<file path="config.mk">
export PLATFORM = sky130hd
export DESIGN_NAME = clamp_timing_generator
export DESIGN_NICKNAME = d
export VERILOG_FILES = /design/src/verilog/clamp_pkg.sv /design/src/verilog/count_if.sv /design/src/verilog/clamp_timing_generator.sv /design/src/verilog/restore_counter.sv
export VERILOG_INCLUDE_DIRS = /design/src /design/src/verilog
export SDC_FILE = /design/constraint.sdc
export NUM_CORES = 1
export LEC_CHECK = 0
export ABC_AREA = 1
export ABC_CLOCK_PERIOD_IN_PS = 6000
export BUFFER_PORTS_ARGS = -buffer_cell sky130_fd_sc_hd__buf_2
export CAP_MARGIN = 0
export CORE_ASPECT_RATIO = 1.4
export CORE_UTILIZATION = 30
export DETAILED_ROUTE_END_ITERATION = 12
export SLEW_MARGIN = 25
export SYNTH_ARGS = -nofsm -noshare
export SYNTH_HDL_FRONTEND = slang
export SYNTH_HIERARCHICAL = 1
export SYNTH_SLANG_ARGS = --single-unit
</file>
<file path="constraint.sdc">
create_clock -name clock -period 6 [get_ports clock]
set_clock_uncertainty 0.1 [all_clocks]
set_input_delay 0.3 -clock clock [delete_from_list [all_inputs] [get_ports clock]]
set_output_delay 0.3 -clock clock [all_outputs]
set_load 0.1 [all_outputs]
</file>
<file path="src/verilog/clamp_regs.svh">
// Register offsets, field positions and reset values of the restore timing block.
// Assumes inclusion by every file that decodes or checks these registers.
`ifndef CLAMP_REGS_SVH
`define CLAMP_REGS_SVH

// Register offsets on the register write/read port
`define RESTORE_ADDR_START_DELAY 8'h00
`define RESTORE_ADDR_LENGTH 8'h01
`define RESTORE_ADDR_CONTROL 8'h02
`define RESTORE_ADDR_STATUS 8'h03

// Reset values
`define RESTORE_START_DELAY_RESET 8'h08
`define RESTORE_LENGTH_RESET 8'h14
`define RESTORE_OFFSET_RESET 8'h00

// Control field positions
`define RESTORE_CTRL_EXT_BIT 0
`define RESTORE_CTRL_POL_BIT 1

// Offset trim limits
`define RESTORE_OFFSET_MAX 8'hff
`define RESTORE_OFFSET_MIN 8'h00
`define RESTORE_CODE_BLACK 8'h00

`endif

</file>
<file path="src/verilog/clamp_pkg.sv">
// Types used by the restore timing generator.
// Assumes nothing beyond a SystemVerilog compiler.
package clamp_pkg;

   // Internal generator states
   typedef enum logic [1:0] {
      st_idle = 2'b00,
      st_place = 2'b01,
      st_hold = 2'b10
   } restore_state_e;

endpackage

</file>
<file path="src/verilog/count_if.sv">
// Carrier between the generator control and one down counter.
// Assumes the counter and its controller share one clock.
`timescale 1ns/1ps
interface count_if;
   logic load;
   logic [7:0] load_value;
   logic done;

   modport ctrl (output load, output load_value, input done);
   modport cnt (input load, input load_value, output done);
endinterface

</file>
<file path="src/verilog/clamp_timing_generator.sv">
// Black-level restore window generator with offset trim servo.
// Assumes clock is the PLL pixel clock; hsync and the restore pin are asynchronous
// pins; adc_code comes from logic on the same clock.
`timescale 1ns/1ps
`include "clamp_regs.svh"

// Functional notes
// - Restore starts after placement count from sync trailing edge
// - Internal restore lasts the programmed length
// - Placement and length are 8-bit unsigned
// - External select takes timing from restore pin
// - Pin active level follows polarity bit
// - Trim offset toward black during restore, hold after
// - Without hsync only external timing is usable
// - Counted clock is the sync-locked PLL clock
module clamp_timing_generator (
   // Clock, reset and enable
   input wire logic clock,
   input wire logic rst,
   input wire logic ce,
   // Pins from the graphics source
   input wire logic hsync,
   input wire logic restore_pin,
   // Converter code on the pixel clock
   input wire logic [7:0] adc_code,
   // Register port
   input wire logic reg_wr_en,
   input wire logic reg_rd_en,
   input wire logic [7:0] reg_addr,
   input wire logic [7:0] reg_wdata,
   output logic [7:0] reg_rdata,
   // Restore outputs
   output logic restore_active,
   output logic [7:0] restore_offset
);

   logic [7:0] restore_start_delay;
   logic [7:0] restore_length;
   logic external_restore_select;
   logic restore_input_polarity;
   logic hsync_s1, hsync_s2, hsync_d;
   logic restore_s1, restore_s2;
   logic trail_edge;
   logic next_restore_active;
   clamp_pkg::restore_state_e state, next_state;

   count_if place_c ();
   count_if hold_c ();

   // Placement counter
   restore_counter u_place (
      .clock(clock),
      .rst(rst),
      .ce(ce),
      .port_c(place_c.cnt)
   );

   // Length counter
   restore_counter u_hold (
      .clock(clock),
      .rst(rst),
      .ce(ce),
      .port_c(hold_c.cnt)
   );

   // Pin synchronisers and sync edge history
   always_ff @(posedge clock or posedge rst) begin
      if (rst) begin
         hsync_s1 <= 1'b0;
         hsync_s2 <= 1'b0;
         hsync_d <= 1'b0;
         restore_s1 <= 1'b0;
         restore_s2 <= 1'b0;
      end else if (ce) begin
         hsync_s1 <= hsync;
         hsync_s2 <= hsync_s1;
         hsync_d <= hsync_s2;
         restore_s1 <= restore_pin;
         restore_s2 <= restore_s1;
      end
   end

   assign trail_edge = hsync_d && !hsync_s2; // Sync falling edge

   // Register writes
   always_ff @(posedge clock or posedge rst) begin
      if (rst) begin
         restore_start_delay <= `RESTORE_START_DELAY_RESET;
         restore_length <= `RESTORE_LENGTH_RESET;
         external_restore_select <= 1'b0;
         restore_input_polarity <= 1'b0;
      end else if (ce && reg_wr_en) begin
         if (reg_addr == `RESTORE_ADDR_START_DELAY) begin
            restore_start_delay <= reg_wdata;
         end
         if (reg_addr == `RESTORE_ADDR_LENGTH) begin
            restore_length <= reg_wdata;
         end
         if (reg_addr == `RESTORE_ADDR_CONTROL) begin
            external_restore_select <= reg_wdata[`RESTORE_CTRL_EXT_BIT];
            restore_input_polarity <= reg_wdata[`RESTORE_CTRL_POL_BIT];
         end
      end
   end

   // Registered read data, unmapped reads zero
   always_ff @(posedge clock or posedge rst) begin
      if (rst) begin
         reg_rdata <= 8'h00;
      end else if (ce && reg_rd_en) begin
         case (reg_addr)
            `RESTORE_ADDR_START_DELAY: reg_rdata <= restore_start_delay;
            `RESTORE_ADDR_LENGTH: reg_rdata <= restore_length;
            `RESTORE_ADDR_CONTROL: reg_rdata <= {6'h00, restore_input_polarity,
               external_restore_select};
            `RESTORE_ADDR_STATUS: reg_rdata <= {5'h00, state, restore_active};
            default: reg_rdata <= 8'h00;
         endcase
      end
   end

   // Generator next state and counter loads
   always_comb begin
      next_state = state;
      place_c.load = 1'b0;
      place_c.load_value = restore_start_delay - 8'h01;
      hold_c.load = 1'b0;
      hold_c.load_value = restore_length - 8'h01;
      if (trail_edge) begin
         if (restore_start_delay != 8'h00) begin
            next_state = clamp_pkg::st_place;
            place_c.load = 1'b1;
         end else if (restore_length != 8'h00) begin
            next_state = clamp_pkg::st_hold;
            hold_c.load = 1'b1;
         end else begin
            next_state = clamp_pkg::st_idle;
         end
      end else begin
         unique case (state)
            clamp_pkg::st_idle: begin
               next_state = clamp_pkg::st_idle;
            end
            clamp_pkg::st_place: begin
               if (place_c.done) begin
                  if (restore_length != 8'h00) begin
                     next_state = clamp_pkg::st_hold;
                     hold_c.load = 1'b1;
                  end else begin
                     next_state = clamp_pkg::st_idle;
                  end
               end
            end
            clamp_pkg::st_hold: begin
               if (hold_c.done) begin
                  next_state = clamp_pkg::st_idle;
               end
            end
            default: begin
               next_state = clamp_pkg::st_idle;
            end
         endcase
      end
   end

   // Generator state
   always_ff @(posedge clock or posedge rst) begin
      if (rst) begin
         state <= clamp_pkg::st_idle;
      end else if (ce) begin
         state <= next_state;
      end
   end

   // Restore source select
   always_comb begin
      if (external_restore_select) begin
         next_restore_active = restore_s2 ^ restore_input_polarity;
      end else begin
         next_restore_active = (state == clamp_pkg::st_hold);
      end
   end

   always_ff @(posedge clock or posedge rst) begin
      if (rst) begin
         restore_active <= 1'b0;
      end else if (ce) begin
         restore_active <= next_restore_active;
      end
   end

   always_ff @(posedge clock or posedge rst) begin
      if (rst) begin
         restore_offset <= `RESTORE_OFFSET_RESET;
      end else if (ce && restore_active) begin
         if (adc_code != `RESTORE_CODE_BLACK) begin
            if (restore_offset != `RESTORE_OFFSET_MAX) begin
               restore_offset <= restore_offset + 8'h01;
            end
         end else if (restore_offset != `RESTORE_OFFSET_MIN) begin
            restore_offset <= restore_offset - 8'h01;
         end
      end
   end

   // Helper: enabled cycles spent holding since the length counter was last loaded
   logic [8:0] hold_cycles;
   always_ff @(posedge clock or posedge rst) begin
      if (rst) begin
         hold_cycles <= 9'h000;
      end else if (ce) begin
         if (next_state == clamp_pkg::st_hold
            && (state != clamp_pkg::st_hold || hold_c.load)) begin
            hold_cycles <= 9'h001;
         end else if (next_state == clamp_pkg::st_hold) begin
            hold_cycles <= hold_cycles + 9'h001;
         end else begin
            hold_cycles <= 9'h000;
         end
      end
   end
endmodule // clamp_timing_generator

</file>
<file path="src/verilog/restore_counter.sv">
// Loadable 8-bit down counter used for restore placement and length.
// Assumes load and load_value come from logic on the same clock.
`timescale 1ns/1ps
module restore_counter (
   // Clock, reset and enable
   input wire logic clock,
   input wire logic rst,
   input wire logic ce,
   // Count control
   count_if.cnt port_c
);

   logic [7:0] remaining;

   // Load or count down to zero, then rest
   always_ff @(posedge clock or posedge rst) begin
      if (rst) begin
         remaining <= 8'h00;
      end else if (ce) begin
         if (port_c.load) begin
            remaining <= port_c.load_value;
         end else if (remaining != 8'h00) begin
            remaining <= remaining - 8'h01;
         end
      end
   end

   // Expired once the count reaches zero
   assign port_c.done = (remaining == 8'h00);

endmodule // restore_counter
</file>
==> metrics.md <==
| Metric | Value |
|---|---|
| Status | complete, no violations |
| Grt ovf | 0 |
| Peak VDD IR | 0.3113 mV |
| Power Total | 1705 uW |
| CP max FO | 12 |
| Placed cell areas | 4130 sq um |
| Drt pass-1 iters | 4 |
| Max incr delay on CP | 0.39 ns |
| Area delta synth->final | 17.58% |
| Post-layout minimum cycle time | 2.678 ns |
| DPL Wire Length | 7.466 mm |
| Routed via count | 3488 |
| PortBufs | 47 |
| Die height | 135.1 microns |
| Final net count | 621 |
| Final Hold Fails | 0 |
| Share of cells above drive strength 1 | 17.89% |
| R2R Path End | u_hold/remaining[6] |
| Top_reg_cell synth | dfrtp_1 |
| First-pass GRT wire length | 16.08 mm |
| Core Area | 12310 sq um |
| Max_slew headroom | 54.85% |
| Post-CTS Setup Inserts | 0 |
| Antenna diodes | 0 |
| Vias per cell | 4.733 |
| Clk sinks | 58 |
| 1st-iter DRT viols | 176 |
| Leak Pwr | 0.002322 uW |
| Synth Instances | 532 |
| Register area share after synthesis | 38.36% |
| H-tree depth | 3 |
| Final routed DRC violation total | 0 |
| Avg Cell Area, Syn | 7.131 sq um |
| CP max-delay cell | nor2_1 |
| Period utilization | 44.64% |
| Worst hold slack | 0.08148 ns |
| Flop2flop setup slack | 3.32 ns |
| Clock buffer depth | 2 |
| #FFs+latches synth | 58 |
| Critical Path AT | 2.85 ns |
| Worst EP required | 6.17 ns |
| Worst Hold Class | input port to flop |
| WL per Instance | 12.92 microns |
| Fillers | 1268 |
| Slew Viols, Final | 0 |
| Hold Path Stages | 3 |
| Post-Syn Area | 3794 sq um |
| CTS tree | built |
| Asr flop ratio synth | 100.0% |
| Vias in the first global route | 3387 |
| Worst-margin pin slew | 0.6710 ns |
| Placed cell count | 720 |
| Synth warnings | 6 |
| Reg clk slew, reported paths | 0.05 ns |
| R2R depth | 14 |
| Power Density | 382.3 nW/um^2 |
| End of the worst hold path | hsync_s1 |
| Die ar. | 13110 sq um |
| Post-synth EDFFs | 0 |
| Hold Startpoint | hsync |
| Startpoint Class | flop |
| Netlist cell types | 34 |
| Initial antenna violation count | 0 |
| Rows | 48 |
| CP Class | flop to flop |
| Setup TNS | 0 ns |
| Cell Chain, Critical Path | inv_1 > ha_1 > inv_1 > nor2_1 > nand2_1 > nor2_1 > nor2_1 > nor2_1 > inv_1 > nand3_2 > nand2_2 > inv_1 > nand2_1 > nand2_1 |
| Max Cap Viol | 0 |
| Post-Layout Inst Area | 4461 sq um |
| Syn nets | 571 |
| Final Non-Filler Cells | 737 |
| Starting density of the core | 30.81% |
| Worst reg2reg startpoint | u_place/remaining[0] |
| Largest net degree at the start of global routing | 43 |
| Die X | 97.04 microns |
| Final ANT Viol Nets | 0 |
| Root Buffer | clkbuf_16 |
| Ports | 48 |
| CTS Buf Count | 9 |
| Clock Latency Late Sink | 0.33 ns |
| Routability cong. | 0.8784 |
| Max Clk Rate | 373.4 MHz |
| GRT Util Overall | 15.33% |
| CP Capture Type | flop |
| Routed WL | 9.523 mm |
| Unrepaired setup endpoints after global routing | false |
| Setup-failing EPs final | 0 |
per-layer routing:
metal  track usage, %  vias up  part of all wire [%]
met5                0        -                     0
met1            17.06     1634                    41
li1                 -     1783                     -
met4            7.048        0                   2.4
met2            28.72       57                    54
met3            2.122       14                   2.8
metrics by stage:
stage	util, %	setup WS (ns)
2_1_floorplan	-	3.857
5_1_grt	36.23	3.019
4_1_cts	36.23	3.378
3_5_place_dp	33.55	3.410
6_report	36.23	3.322
3_3_place_gp	33.55	3.534
worst max path at each step:
stage | from | end | cells past startpoint
final | u_place/remaining[0] | u_hold/remaining[6] | 14
after global routing | u_place/remaining[0] | u_hold/remaining[6] | 14
after CTS | u_place/remaining[0] | u_hold/remaining[4] | 14
after detailed placement | u_place/remaining[0] | u_hold/remaining[4] | 14
after global placement | u_place/remaining[0] | u_hold/remaining[4] | 14
after floorplan | restore_offset[1] | restore_offset[4] | 10
critical path: cells and delay by family (launching register included):
kind                       cells  cell delay [ns]
adders and majority gates      1             0.21
and+or+nand+nor                9             1.32
buffers and inverters          4             0.60
DFF                            1             0.38
state kept, by name, indices dropped and copies added, names as in the netlist, 2 cells and up:
| signal | count |
|---|---|
| reg_rdata | 8 |
| restore_length | 8 |
| restore_offset | 8 |
| restore_start_delay | 8 |
| u_hold/remaining | 8 |
| u_place/remaining | 8 |
| state | 2 |
cell usage in the layout, fill, tap and decap left out, types with 13 or more instances in the layout:
| master | Yosys | final |
|---|---|---|
| dfrtp_1 | 55 | 55 |
| nand3_1 | 27 | 27 |
| nand2_2 | 15 | 15 |
| inv_1 | 78 | 78 |
| o21ai_0 | 33 | 33 |
| buf_2 | 3 | 47 |
| xor2_1 | 15 | 15 |
| a21oi_1 | 13 | 13 |
| nand2_1 | 169 | 169 |
| nor2_1 | 36 | 36 |
where the power goes:
group          switching, uW  internal, uW  total [uW]
clock network            174           373         547
registers               91.9           471         563
logic                    415           181         596
kinds of logic (layout without fill, tap and decap cells):
| logic type | Yosys count | count (layout) | synth area share, % |
|---|---|---|---|
| AND/OR/NAND/NOR | 282 | 282 | 33.15 |
| adder cells (fa/ha/maj) | 8 | 8 | 2.639 |
| buffers and inverters | 92 | 147 | 10.59 |
| AO/OA/AOI/OAI | 74 | 74 | 11.08 |
| multiplexers | 1 | 1 | 0.2639 |
| XOR/XNOR | 17 | 17 | 3.925 |
| flip-flops | 58 | 58 | 38.36 |
synthesized netlist by cell type (all sizes together) (2+ instances only):
master / number / share of area, %
o21ai: 46 / 6.4
nand4: 10 / 2.4
a21oi: 16 / 2.4
o2111ai: 2 / 0.46
xor2: 15 / 3.5
dfstp: 3 / 2.1
nor4: 6 / 0.99
or2: 2 / 0.33
nor3: 6 / 0.79
a31oi: 2 / 0.33
inv: 82 / 8.1
ha: 8 / 2.6
dfrtp: 55 / 36
buf: 10 / 2.5
xnor2: 2 / 0.46
nand2: 185 / 19
nor2: 44 / 5.0
nand3: 29 / 4.1
o22ai: 5 / 0.82
cell type report:
cell class,count,area [sq um],share of cell area (%)
multi-input cells,382,1937,43.42
flip-flops and latches,58,1455,32.62
inverters,82,307.8,6.900
repair buffers,49,252.7,5.666
clock buffers,11,242.7,5.442
well taps,150,187.7,4.208
clock inverters,5,77.57,1.739
timing repair:
item	4_1_cts	5_1_grt
resized for setup	0	0
hold endpoints to repair	16	0
hold buffers	1	0
Note: power is estimated with default switching activity, not from simulation.
